`config.mk`:
```
export PLATFORM = sky130hd
export DESIGN_NAME = gpib_aux_clear_eos_config
export DESIGN_NICKNAME = d
export VERILOG_FILES = /design/src/rtl/gpib_aux_clear_eos_config.v
export VERILOG_INCLUDE_DIRS = /design/src /design/src/shared
export SDC_FILE = /design/constraint.sdc
export NUM_CORES = 1
export LEC_CHECK = 0
export BUFFER_PORTS_ARGS = -buffer_cell sky130_fd_sc_hd__buf_2
export CAP_MARGIN = 25
export CELL_PAD_IN_SITES_DETAIL_PLACEMENT = 0
export CELL_PAD_IN_SITES_GLOBAL_PLACEMENT = 1
export CORE_MARGIN = 8
export CORE_UTILIZATION = 30
export DETAILED_ROUTE_END_ITERATION = 12
export PLACE_DENSITY = 0.75
export SYNTH_ARGS = -nofsm -noshare
export SYNTH_HDL_FRONTEND = slang
export SYNTH_SLANG_ARGS = --single-unit
```
`constraint.sdc`:
```
create_clock -name clock -period 2.4 [get_ports clock]
set_clock_uncertainty 0.05 [all_clocks]
set_input_delay 0.36 -clock clock [delete_from_list [all_inputs] [get_ports clock]]
set_output_delay 0.36 -clock clock [all_outputs]
set_load 0.02 [all_outputs]
```
`src/shared/gpib_aux_consts.vh`:
```
// Constants for the auxiliary command decoder.
// Included by the decoder; holds definitions only.
`ifndef GPIB_AUX_CONSTS_VH
`define GPIB_AUX_CONSTS_VH
// Register byte offsets
`define OFS_AUX_CMD    8'h00
`define OFS_STAT_ZERO  8'h04
`define OFS_STAT_ONE   8'h08
`define OFS_STAT_TWO   8'h0c
`define OFS_CTRL       8'h10
`define OFS_EOS        8'h14
`define OFS_DOUT       8'h18
`define OFS_STATE      8'h1c
// Auxiliary command codes
`define CMD_CHIP_RESET 8'h02
`define CMD_FINISH_HS  8'h03
`define CMD_LTN        8'h0b
`define CMD_LTN_CONT   8'h1b
`define CMD_PAGE_IN    8'h50
`define CMD_HOLD_NOW   8'h51
`define CMD_CLR_MATCH  8'h54
`define CMD_CLR_END    8'h55
`define CMD_CLR_DEVCLR 8'h56
`define CMD_CLR_ERR    8'h57
`define CMD_CLR_SRQ    8'h58
`define CMD_CLR_LOCK   8'h59
`define CMD_CLR_REMOTE 8'h5a
`define CMD_CLR_ADDR   8'h5b
`define CMD_CLR_IFC    8'h5c
`define CMD_CLR_ATN    8'h5d
`define CMD_SYNC_RST   8'h5e
`define CMD_SYNC_SET   8'h5f
// Config register select and fields
`define CFG_SEL        3'h4
`define CFG_EIGHT_BIT  4
`define CFG_SEND_EOI   3
`define CFG_END_MATCH  2
`define CFG_HOLD_END   1
`define CFG_HOLD_ALL   0
`define CFG_RESET      5'h00
// Status bit positions
`define STAT0_IFC      3
`define STAT0_ATN      2
`define STAT1_MATCH    5
`define STAT1_END      4
`define STAT1_DEVCLR   3
`define STAT1_ERR      2
`define STAT2_SRQ      6
`define STAT2_LOCK     2
`define STAT2_REMOTE   1
`define STAT2_ADDR     0
// Receive modes
`define MODE_NORMAL    2'h0
`define MODE_HOLD_ALL  2'h1
`define MODE_HOLD_END  2'h2
`define MODE_CONT      2'h3
// Bus encodings
`define HTRANS_NONSEQ  1
`define SEVEN_MASK     8'h7f
`endif

```
`src/rtl/gpib_aux_clear_eos_config.v`:
```
// Extended auxiliary command decoder with end-of-string configuration.
// Assumes an AHB-Lite master, one clock, and handshake logic outside
// that reports bus events as one-cycle pulses.
//
// Summary of operation
// RL1: Command 0x50 enters page-in state, exposing extra registers; here it only sets page_in, and the register map stays the same.
// RL2: Command 0x51 holds off RFD at once until finish handshake.
// RL3: Command 0x54 clears match-detect flag, bit 5 of status one.
// RL4: Command 0x55 clears END-received flag, bit 4 of status one.
// RL5: Command 0x56 clears device-clear flag, bit 3 of status one.
// RL6: Command 0x57 clears error flag, bit 2 of status one.
// RL7: Command 0x58 clears service-request flag when clear select is 1.
// RL8: Command 0x59 clears lockout-change flag, bit 2 of status two.
// RL9: Command 0x5A clears remote-change flag, bit 1 of status two.
// RL10: Command 0x5B clears address-status-change flag, bit 0 of status two.
// RL11: Command 0x5C clears interface-clear flag, bit 3 of status zero.
// RL12: Command 0x5D clears attention flag, bit 2 of status zero.
// RL13: Commands 0x5E and 0x5F reset and start the sync function.
// RL14: Port write with top bits 100 loads config from low five bits.
// RL15: Config clears on hardware reset and chip-reset command.
// RL16: Bit 4 picks eight-bit match, else seven-bit match.
// RL17: Talking with bit 3 set, matching output byte sends EOI.
// RL18: Bit 2 set: matching received byte sets END, acts as EOI.
// RL19: Bits 1:0 pick normal, hold all, hold on END, continuous.
// RL20: Listen-continuous forces continuous until listen command or LIDS.
// RL21: Flag set beats a same-cycle clear.
//
// Chosen here: register access over AHB-Lite and the register addresses.
`timescale 1ns/1ns
`include "gpib_aux_consts.vh"

module gpib_aux_clear_eos_config #(
    parameter AW = 8
) (
    input  wire          clock,
    input  wire          rst_n,
    input  wire          hsel,
    input  wire [31:0]   haddr,
    input  wire [1:0]    htrans,
    input  wire          hwrite,
    input  wire [2:0]    hsize,
    input  wire [31:0]   hwdata,
    input  wire          hready,
    output wire          hreadyout,
    output wire          hresp,
    output reg  [31:0]   hrdata,
    input  wire          ev_ifc,
    input  wire          ev_atn,
    input  wire          ev_device_clear,
    input  wire          ev_error,
    input  wire          ev_srq,
    input  wire          ev_lockout_change,
    input  wire          ev_remote_change,
    input  wire          ev_addr_change,
    input  wire          rx_valid,
    input  wire [7:0]    rx_byte,
    input  wire          rx_eoi,
    input  wire          talker_active,
    input  wire          listener_idle,
    output reg           rx_end,
    output wire [7:0]    tx_byte,
    output wire          tx_eoi,
    output reg           rfd_holdoff,
    output reg  [1:0]    rx_mode,
    output reg           page_in,
    output reg           sync_active
);

    // Stored state
    reg  [4:0]           cfg_q;
    reg  [3:0]           stat0_q;
    reg  [5:0]           stat1_q;
    reg  [6:0]           stat2_q;
    reg                  clr_sel_q;
    reg  [7:0]           eos_q;
    reg  [7:0]           dout_q;
    reg                  cont_q;
    reg                  wr_q;
    reg  [AW-1:0]        addr_q;

    // Decode helpers
    wire                 take;
    wire                 rd_take;
    wire                 wr_now;
    wire [7:0]           cmd;
    wire                 cmd_wr;
    wire                 cfg_wr;
    wire                 chip_rst;
    wire                 rx_match;
    wire                 tx_match;
    wire                 rx_end_now;
    wire [1:0]           mode_now;
    wire                 rd_stat0;
    wire                 rd_stat1;
    wire                 rd_stat2;

    // Zero-wait slave, always OKAY
    assign hreadyout = 1'b1;
    assign hresp     = 1'b0;

    // Address phase acceptance
    assign take    = hsel & htrans[`HTRANS_NONSEQ] & hready;
    assign rd_take = take & ~hwrite;

    // Address and direction held for the data phase
    always @(posedge clock or negedge rst_n) begin
        if (!rst_n) begin
            wr_q   <= 1'b0;
            addr_q <= {AW{1'b0}};
        end else begin
            wr_q   <= take & hwrite;
            addr_q <= haddr[AW-1:0];
        end
    end

    // Write data phase decode
    assign wr_now = wr_q;
    assign cmd    = hwdata[7:0];
    assign cmd_wr = wr_now & (addr_q == `OFS_AUX_CMD);
    // RL14 config select
    assign cfg_wr   = cmd_wr & (cmd[7:5] == `CFG_SEL);
    assign chip_rst = cmd_wr & (cmd == `CMD_CHIP_RESET);

    // Clear-on-read strobes when command clearing is not selected
    assign rd_stat0 = rd_take & ~clr_sel_q & (haddr[AW-1:0] == `OFS_STAT_ZERO);
    assign rd_stat1 = rd_take & ~clr_sel_q & (haddr[AW-1:0] == `OFS_STAT_ONE);
    assign rd_stat2 = rd_take & ~clr_sel_q & (haddr[AW-1:0] == `OFS_STAT_TWO);

    // RL16 compare width
    assign rx_match = cfg_q[`CFG_EIGHT_BIT] ? (rx_byte == eos_q) :
                      ((rx_byte & `SEVEN_MASK) == (eos_q & `SEVEN_MASK));
    assign tx_match = cfg_q[`CFG_EIGHT_BIT] ? (dout_q == eos_q) :
                      ((dout_q & `SEVEN_MASK) == (eos_q & `SEVEN_MASK));

    // RL18 match counts as END
    assign rx_end_now = rx_valid & (rx_eoi | (cfg_q[`CFG_END_MATCH] & rx_match));

    // RL17 EOI with matching output byte
    assign tx_byte = dout_q;
    assign tx_eoi  = talker_active & cfg_q[`CFG_SEND_EOI] & tx_match;

    // RL20 forced continuous overrides holdoff bits
    assign mode_now = cont_q ? `MODE_CONT :
                      // RL19 holdoff bits select mode
                      {cfg_q[`CFG_HOLD_END], cfg_q[`CFG_HOLD_ALL]};

    // Configuration register
    always @(posedge clock or negedge rst_n) begin
        if (!rst_n) begin
            cfg_q <= `CFG_RESET;
        // RL15 chip reset clears
        end else if (chip_rst) begin
            cfg_q <= `CFG_RESET;
        // RL14 load fields
        end else if (cfg_wr) begin
            cfg_q <= cmd[4:0];
        end
    end

    // Software registers: clear select, end string, output data
    always @(posedge clock or negedge rst_n) begin
        if (!rst_n) begin
            clr_sel_q <= 1'b0;
            eos_q     <= 8'h00;
            dout_q    <= 8'h00;
        end else begin
            if (wr_now & (addr_q == `OFS_CTRL)) begin
                clr_sel_q <= hwdata[0];
            end
            if (wr_now & (addr_q == `OFS_EOS)) begin
                eos_q <= hwdata[7:0];
            end
            if (wr_now & (addr_q == `OFS_DOUT)) begin
                dout_q <= hwdata[7:0];
            end
        end
    end

    // Continuous mode latch
    always @(posedge clock or negedge rst_n) begin
        if (!rst_n) begin
            cont_q <= 1'b0;
        end else if (chip_rst) begin
            cont_q <= 1'b0;
        // RL20 set by listen-continuous
        end else if (cmd_wr & (cmd == `CMD_LTN_CONT)) begin
            cont_q <= 1'b1;
        // RL20 left by listen or LIDS
        end else if ((cmd_wr & (cmd == `CMD_LTN)) | listener_idle) begin
            cont_q <= 1'b0;
        end
    end

    // Page-in and sync state
    always @(posedge clock or negedge rst_n) begin
        if (!rst_n) begin
            page_in     <= 1'b0;
            sync_active <= 1'b0;
        end else if (chip_rst) begin
            page_in     <= 1'b0;
            sync_active <= 1'b0;
        end else begin
            // RL1 page-in entry
            if (cmd_wr & (cmd == `CMD_PAGE_IN)) begin
                page_in <= 1'b1;
            end
            // RL13 sync reset and start
            if (cmd_wr & (cmd == `CMD_SYNC_RST)) begin
                sync_active <= 1'b0;
            end else if (cmd_wr & (cmd == `CMD_SYNC_SET)) begin
                sync_active <= 1'b1;
            end
        end
    end

    // Acceptor holdoff and registered receive outputs
    always @(posedge clock or negedge rst_n) begin
        if (!rst_n) begin
            rfd_holdoff <= 1'b0;
            rx_end      <= 1'b0;
            rx_mode     <= `MODE_NORMAL;
        end else begin
            rx_end  <= rx_end_now;
            rx_mode <= mode_now;
            if (chip_rst) begin
                rfd_holdoff <= 1'b0;
            // RL2 immediate holdoff
            end else if (cmd_wr & (cmd == `CMD_HOLD_NOW)) begin
                rfd_holdoff <= 1'b1;
            // RL19 holdoff on every byte
            end else if (rx_valid & (mode_now == `MODE_HOLD_ALL)) begin
                rfd_holdoff <= 1'b1;
            // RL19 holdoff on END byte
            end else if (rx_end_now & (mode_now == `MODE_HOLD_END)) begin
                rfd_holdoff <= 1'b1;
            // RL2 released by finish handshake
            end else if (cmd_wr & (cmd == `CMD_FINISH_HS)) begin
                rfd_holdoff <= 1'b0;
            end
        end
    end

    // Status register zero; set beats clear
    always @(posedge clock or negedge rst_n) begin
        if (!rst_n) begin
            stat0_q <= 4'h0;
        end else if (chip_rst) begin
            stat0_q <= 4'h0;
        end else begin
            // RL21 set wins
            if (ev_ifc) begin
                stat0_q[`STAT0_IFC] <= 1'b1;
            // RL11 clear interface clear
            end else if (rd_stat0 | (cmd_wr & (cmd == `CMD_CLR_IFC))) begin
                stat0_q[`STAT0_IFC] <= 1'b0;
            end
            if (ev_atn) begin
                stat0_q[`STAT0_ATN] <= 1'b1;
            // RL12 clear attention
            end else if (rd_stat0 | (cmd_wr & (cmd == `CMD_CLR_ATN))) begin
                stat0_q[`STAT0_ATN] <= 1'b0;
            end
        end
    end

    // Status register one; set beats clear
    always @(posedge clock or negedge rst_n) begin
        if (!rst_n) begin
            stat1_q <= 6'h00;
        end else if (chip_rst) begin
            stat1_q <= 6'h00;
        end else begin
            // RL21 set wins
            if (rx_valid & rx_match) begin
                stat1_q[`STAT1_MATCH] <= 1'b1;
            // RL3 clear match detect
            end else if (rd_stat1 | (cmd_wr & (cmd == `CMD_CLR_MATCH))) begin
                stat1_q[`STAT1_MATCH] <= 1'b0;
            end
            // RL18 END flag set
            if (rx_end_now) begin
                stat1_q[`STAT1_END] <= 1'b1;
            // RL4 clear END
            end else if (rd_stat1 | (cmd_wr & (cmd == `CMD_CLR_END))) begin
                stat1_q[`STAT1_END] <= 1'b0;
            end
            if (ev_device_clear) begin
                stat1_q[`STAT1_DEVCLR] <= 1'b1;
            // RL5 clear device clear
            end else if (rd_stat1 | (cmd_wr & (cmd == `CMD_CLR_DEVCLR))) begin
                stat1_q[`STAT1_DEVCLR] <= 1'b0;
            end
            if (ev_error) begin
                stat1_q[`STAT1_ERR] <= 1'b1;
            // RL6 clear error
            end else if (rd_stat1 | (cmd_wr & (cmd == `CMD_CLR_ERR))) begin
                stat1_q[`STAT1_ERR] <= 1'b0;
            end
        end
    end

    // Status register two; set beats clear
    always @(posedge clock or negedge rst_n) begin
        if (!rst_n) begin
            stat2_q <= 7'h00;
        end else if (chip_rst) begin
            stat2_q <= 7'h00;
        end else begin
            // RL21 set wins
            if (ev_srq) begin
                stat2_q[`STAT2_SRQ] <= 1'b1;
            // RL7 gated service-request clear
            end else if (rd_stat2 | (cmd_wr & clr_sel_q & (cmd == `CMD_CLR_SRQ))) begin
                stat2_q[`STAT2_SRQ] <= 1'b0;
            end
            if (ev_lockout_change) begin
                stat2_q[`STAT2_LOCK] <= 1'b1;
            // RL8 clear lockout change
            end else if (rd_stat2 | (cmd_wr & (cmd == `CMD_CLR_LOCK))) begin
                stat2_q[`STAT2_LOCK] <= 1'b0;
            end
            if (ev_remote_change) begin
                stat2_q[`STAT2_REMOTE] <= 1'b1;
            // RL9 clear remote change
            end else if (rd_stat2 | (cmd_wr & (cmd == `CMD_CLR_REMOTE))) begin
                stat2_q[`STAT2_REMOTE] <= 1'b0;
            end
            if (ev_addr_change) begin
                stat2_q[`STAT2_ADDR] <= 1'b1;
            // RL10 clear address change
            end else if (rd_stat2 | (cmd_wr & (cmd == `CMD_CLR_ADDR))) begin
                stat2_q[`STAT2_ADDR] <= 1'b0;
            end
        end
    end

    // Read data captured at the address phase
    always @(posedge clock or negedge rst_n) begin
        if (!rst_n) begin
            hrdata <= 32'h0000_0000;
        end else if (rd_take) begin
            if (haddr[AW-1:0] == `OFS_STAT_ZERO) begin
                hrdata <= {28'h0000000, stat0_q};
            end else if (haddr[AW-1:0] == `OFS_STAT_ONE) begin
                hrdata <= {26'h0, stat1_q};
            end else if (haddr[AW-1:0] == `OFS_STAT_TWO) begin
                hrdata <= {25'h0, stat2_q};
            end else if (haddr[AW-1:0] == `OFS_CTRL) begin
                hrdata <= {31'h00000000, clr_sel_q};
            end else if (haddr[AW-1:0] == `OFS_EOS) begin
                hrdata <= {24'h000000, eos_q};
            end else if (haddr[AW-1:0] == `OFS_DOUT) begin
                hrdata <= {24'h000000, dout_q};
            end else if (haddr[AW-1:0] == `OFS_STATE) begin
                hrdata <= {26'h0, cont_q, rx_mode,
                           rfd_holdoff, sync_active, page_in};
            end else begin
                hrdata <= 32'h0000_0000; // Unmapped and write-only
            end
        end
    end

endmodule // gpib_aux_clear_eos_config

```
# Yosys cells after proc, flatten, opt, wreduce, memory -nomap -nowiden
# Cells that the tools add are included.
[classes]
eq_ne = 35
mux = 49
n_reduce_logical = 16
bitwise_logic = 53
[op_table]
columns = ["cell", "count"]
rows = [
  ["$eq 8x7->1 const B", 14],
  ["$mux 32", 3],
  ["$eq 8x5->1 const B", 8],
  ["$and 1x1->1", 39],
  ["$mux 1", 36],
  ["$reduce_bool 3->1", 12],
  ["$eq 8x4->1 const B", 3],
  ["$mux 8", 3],
  ["$eq 8x2->1 const B", 2],
  ["$eq 8x8->1", 2],
  ["$eq 7x7->1", 2],
  ["$or 1x1->1", 12],
  ["$mux 5", 2],
  ["$eq 8x3->1 const B", 1],
  ["$logic_not 8->1", 1],
  ["$mux 6", 1],
  ["$reduce_bool 5->1", 1],
  ["$mux 2", 2],
  ["$mux 4", 1],
  ["$reduce_bool 2->1", 2],
  ["$eq 3x3->1 const B", 1],
  ["$mux 3", 1],
  ["$eq 2x1->1 const B", 1],
  ["$eq 2x2->1 const B", 1],
  ["$not 1->1", 2],
]
[totals]
input_bits = 94
out_inout_bits = 49
regBits = 80

# Depth between registers and ports, before layout
[logic_depth]
word_depth = 10
mapped_depth = 7
depth_no_buf = 5

# Worst setup path after synthesis
# OpenSTA, ideal clock, no wires.
[synth_path]
kind = "register to register"
start = "reg addr_q[5]"
end = "reg cont_q"
period_less_slack_ns = 2.113
path_stages_with_launch = 7
t_arrival_ns = 1.945
path_slack_ns = 0.287
n_path_buf = 1
cell_sequence = "dfrtp_1 -> or4b_4 -> or3_1 -> buf_6 -> nor4b_4 -> mux2i_1 -> nor2_2"
[synth_between]
elab_chain_len = 5
[synth_rtl]
columns = ["element", "line", "rtl"]
rows = [
  ["start, declared", "gpib_aux_clear_eos_config.v:79", "reg [AW-1:0] addr_q;"],
  ["start signal, assigned", "gpib_aux_clear_eos_config.v:109", "addr_q <= {AW{1'b0}};"],
  ["start signal, assigned", "gpib_aux_clear_eos_config.v:112", "addr_q <= haddr[AW-1:0];"],
  ["$logic_not 8->1 (no source line) *", "--", ""],
  ["$and 1x1->1 *", "gpib_aux_clear_eos_config.v:119", "assign cmd_wr = wr_now & (addr_q == `OFS_AUX_CMD);"],
  ["$and 1x1->1, on equally long branches", "gpib_aux_clear_eos_config.v:189, gpib_aux_clear_eos_config.v:186", ""],
  ["$or 1x1->1 / $mux 1 (equally long branches)", "gpib_aux_clear_eos_config.v:189, gpib_aux_clear_eos_config.v:186", ""],
  ["$reduce_bool 3->1 (no source line) / $mux 1 (equally long branches)", "--", ""],
  ["end signal, assigned", "gpib_aux_clear_eos_config.v:184", "cont_q <= 1'b0;"],
  ["end signal, assigned", "gpib_aux_clear_eos_config.v:187", "cont_q <= 1'b1;"],
  ["end signal, assigned", "gpib_aux_clear_eos_config.v:190", "cont_q <= 1'b0;"],
  ["end, declared", "gpib_aux_clear_eos_config.v:77", "reg cont_q;"],
]
# Mark *: on every way between the ends. The rest lies on a longest branch, timed or not.
# A chain may end at the register's enable or synchronous reset.

# Worst setup path after layout
[layout_path]
start = "reg dout_q[4], in the netlist tx_byte[4]"
end = "out tx_eoi"
[layout_between]
elab_chain_len = 3
[layout_rtl]
columns = ["element", "line", "rtl"]
rows = [
  ["start, declared", "gpib_aux_clear_eos_config.v:76", "reg [7:0] dout_q;"],
  ["start signal, assigned", "gpib_aux_clear_eos_config.v:174", "dout_q <= hwdata[7:0];"],
  ["$eq 8x8->1 / $eq 7x7->1 (equally long branches)", "gpib_aux_clear_eos_config.v:132, gpib_aux_clear_eos_config.v:133", ""],
  ["$mux 1 *", "gpib_aux_clear_eos_config.v:132", "assign tx_match = cfg_q[`CFG_EIGHT_BIT] ? (dout_q == eos_q) :"],
  ["$and 1x1->1 *", "gpib_aux_clear_eos_config.v:140", "assign tx_eoi = talker_active & cfg_q[`CFG_SEND_EOI] & tx_match;"],
  ["end, declared", "gpib_aux_clear_eos_config.v:62", "output wire tx_eoi,"],
]
# Marks and branches as above.

==> out/qor.txt <==
POWER AND IR DROP
--------------------------------------------------------------------------------------
Static leakage power                                                           1.64 nW
Areal power density over the cells                                          515 nW/um2
Worst voltage drop across the vdd grid                                        0.359 mV

GRT
--------------------------------------------------------------------------------------
Via count of the first global-routing pass                                        2626
Global-route usage over all layers                                               12.9%
First-pass GRT wire length                                                    14400 um
Maximum number of pins on one net before global-route repair                        31
Number of antenna violations at the first check in global routing                    0
Remaining global-route overflow                                                      0

FLOORPLANNING
--------------------------------------------------------------------------------------
Number of rows in the core area                                                     37
# IOs                                                                              143
Chip Width                                                                      118 um
Die footprint                                                                13900 um2
Die Y                                                                           118 um
Initial core utilization                                                         30.5%
Area of the core                                                             10200 um2

SYNTHESIS
--------------------------------------------------------------------------------------
Share of flip-flops with an asynchronous set or reset after synthesis             100%
Post-synth EDFFs                                                                     0
Seq/Total Area, Yosys                                                            44.9%
Top cell types by occurrence after synthesis                              sky130_fd_sc_hd__dfrtp_1, sky130_fd_sc_hd__buf_4, sky130_fd_sc_hd__mux2_2, sky130_fd_sc_hd__nand2_1, sky130_fd_sc_hd__nor2_1
Number of warnings issued by yosys                                                   0
Area of the mapped netlist                                                    3120 um2
Post-Synth XOR/XNOR Area                                                         4.49%
Post-Synth Adder-Cell Area                                                          0%
Number of storage elements in the synthesis netlist                                 56
Dominant cells by area after synthesis                                    sky130_fd_sc_hd__dfrtp_1, sky130_fd_sc_hd__mux2_2, sky130_fd_sc_hd__buf_4
Number of distinct library cells after synthesis                                    55
Largest family of logic cells by synthesized area                         simple AND/OR/NAND/NOR gates
Share of Yosys cell area claimed by the top area cell type                       44.9%
Simple-gate portion of the synthesized area                                      19.5%
Instance count of the mapped netlist                                               294
Synth Flop Type                                                           sky130_fd_sc_hd__dfrtp_1
Library cell with the largest summed area after synthesis                 sky130_fd_sc_hd__dfrtp_1
Share of cell area taken by muxes after synthesis                                11.4%
Count leader, synth                                                       sky130_fd_sc_hd__dfrtp_1
Synthesized area per cell                                                     10.6 um2
Area fraction in compound gates after synthesis                                  11.0%

TIMING
--------------------------------------------------------------------------------------
Tmin final                                                                     2.31 ns
Peak clock frequency supported by timing                                       432 MHz
Final Max Slew Viols                                                                 0
Unrepaired setup endpoints after global routing                                     no
Post-route setup slack                                                       0.0874 ns
Final cycle utilization of the critical path                                     96.4%
Final Setup Violations                                                               0
Final-report hold violation count                                                    0
Worst slack on hold paths                                                    0.0105 ns
Final setup TNS                                                                   0 ns
Slew Limit Headroom                                                              57.6%
Least-Margin Pin Slew                                                         0.636 ns

CLOCKING
--------------------------------------------------------------------------------------
Clock-pin transition on the worst setup and hold timing paths                  0.10 ns
Number of CTS-inserted buffers                                                       5
Clock latency of the later-clocked register in the worst-skew pair             0.31 ns
H-tree lvl count                                                                     2
TritonCTS clock tree                                                             built
CTS Buffer Depth                                                                     2
CTS Root Cell                                                             sky130_fd_sc_hd__clkbuf_8
Sinks on the clock net                                                              56
Hold buffer count at cts                                                             0

CRITICAL PATH
--------------------------------------------------------------------------------------
Cells along the critical path                                             xnor2_1 -> nand4_1 -> or4_4 -> a21oi_2 -> buf_4
Highest fanout seen on the critical path                                             4
Startpoint kind of the worst setup timing path                                register
Launch instance of the worst register-to-register path                    addr_q[5]$_DFF_PN0_
Peak per-stage delay on the critical path                                      0.55 ns
Critical path origin                                                      tx_byte[4]$_DFFE_PN0P_
Highest-delay cell along the critical path                                sky130_fd_sc_hd__or4_4
Data arrival time of the worst path                                            1.90 ns
Critical path required time                                                    1.99 ns
CP endpoint kind                                                            output pin
Type of the worst setup path                                              register to output pin

LAYOUT
--------------------------------------------------------------------------------------
Area Overhead vs Synth                                                           18.8%
Fill cell total of the finished layout                                            1059
Ratio of cells with drive above 1 in the final layout                            35.3%
Diodes inserted                                                                      0
Count of nets after finishing                                                      461

ROUTE
--------------------------------------------------------------------------------------
Total number of vias                                                              2495
Post-detailed-route count of antenna-violating nets                                  0
Number of design rule violations left after detail routing                           0
Routed Wire Length                                                             8790 um
Via density per instance                                                          4.95
Number of detailed-routing iterations run before antenna repair                      4
WL per Instance                                                                17.4 um
Drt initial violations                                                             131

PLACE
--------------------------------------------------------------------------------------
Count of port buffers added during placement                                        64
HPWL reported at the end of detailed placement                                 6980 um
Weighted congestion reported at the end of routability-driven placement          0.793
Pre-CTS setup slack                                                          0.0997 ns

MIN PATH
--------------------------------------------------------------------------------------
Worst hold-check path type                                                input pin to async pin

OUTCOME
--------------------------------------------------------------------------------------
Status                                                                       completed

JOB
--------------------------------------------------------------------------------------
Number of maximum-capacitance constraint violations                                  0

[power by group]
part	total [mW]	internal (mW)	switching, mW
logic	0.274	0.103	0.171
clock network	0.629	0.309	0.319
registers	1.01	0.975	0.0334
total	1.91	1.39	0.524
[worst max-delay path: cells and delay by family (launching register included)]
kind | cells | cell delay (ns)
simple gates | 2 | 0.69
compound gates | 1 | 0.12
xor+xnor | 1 | 0.18
flops | 1 | 0.45
buf+inv | 1 | 0.15
[path summary, 6_finish.rpt]
check	slack (ns)	end	cells past startpoint
setup / recovery	0.09	tx_eoi	5
hold / removal	0.01	hrdata[3]$_DFFE_PN0P_	1
setup reg to reg	0.16	cfg_q[0]$_DFFE_PN0P_	5
hold reg to reg	0.44	hrdata[0]$_DFFE_PN0P_	2
max in group asynchronous	1.71	cfg_q[3]$_DFFE_PN0P_	2
min in group clock	0.13	addr_q[5]$_DFF_PN0_	1
[final cells by class]
cell class                      instances  area [um2]  share of cell area (%)
Sequential cell                        56        1400                    37.9
Tap cell                              136         170                    4.59
Inverter                                4        15.0                   0.405
Multi-Input combinational cell        220        1550                    41.9
Clock buffer                            5        68.8                    1.86
Clock inverter                          3        42.5                    1.15
Timing Repair Buffer                   80         455                    12.3
[registers in the layout, summed over array words and instances (netlist names)]
| name | cells |
|---|---|
| addr_q | 8 |
| wr_now | 1 |
| cont_q | 1 |
| sync_active | 1 |
| cfg_q | 5 |
| rx_mode | 2 |
| hrdata | 8 |
| rx_end | 1 |
| stat1_q | 4 |
| eos_q | 8 |
| rfd_holdoff | 1 |
| stat0_q | 2 |
| page_in | 1 |
| stat2_q | 4 |
| clr_sel_q | 1 |
| tx_byte | 8 |
[per-layer routing]
| layer | part of all wire [%] | routed length, um | vias to the layer above | global-route usage, % |
|---|---|---|---|---|
| met4 | 1.1 | 93 | 0 | 3.04 |
| met5 | 0 | 0 | - | 0 |
| met1 | 45 | 3940 | 1246 | 16.5 |
| met3 | 7.3 | 642 | 7 | 4.12 |
| met2 | 47 | 4120 | 91 | 20.8 |
| li1 | - | - | 1151 | - |
[what timing repair did]
| item | CTS | global route |
|---|---|---|
| setup endpoints to repair | 0 | 1 |
| setup buffers | 0 | 2 |
| resized for setup | 0 | 5 |
[per-stage QoR]
stage / power [mW] / std cells / area, um2 / util (%)
after global placement: 1.29 / 494 / 3570 / 34.9
after global routing: 1.99 / 504 / 3710 / 36.2
after CTS: 1.93 / 502 / 3680 / 36.0
final: 1.91 / 504 / 3710 / 36.2
after detailed placement: 1.30 / 494 / 3570 / 34.9
after floorplan: 1.21 / 318 / 3210 / -
[layout by cell type, fill, tap and decap left out, drive strengths merged, types with 2 or more instances in the layout]
cell,Yosys,final
xor2,4,4
a21oi,11,11
buf,28,80
mux2,26,26
o31ai,2,2
nor2b,8,8
or3,3,3
nand3,12,12
or2,5,5
nand4,6,6
a32oi,2,2
conb,2,26
nor4,4,4
nor2,19,19
a22o,3,3
nand2b,3,3
nand4b,4,4
o21ai,8,8
mux2i,4,4
dfrtp,56,56
inv,4,4
nor3,2,2
clkbuf,10,5
or4,4,4
nand2,20,20
xnor2,12,12
o22ai,2,2
a22oi,5,5
a31oi,7,7
[kinds of logic (layout without fill, tap and decap cells)]
family,count (synthesis),in the layout
AOI/OAI and AO/OA,50,50
xor gates and xnor gates,16,16
buffers and inverters,42,92
DFF,56,56
muxes,31,31
other,2,26
and+or+nand+nor,97,97
No activity file was read; power rests on OpenSTA's default activity.
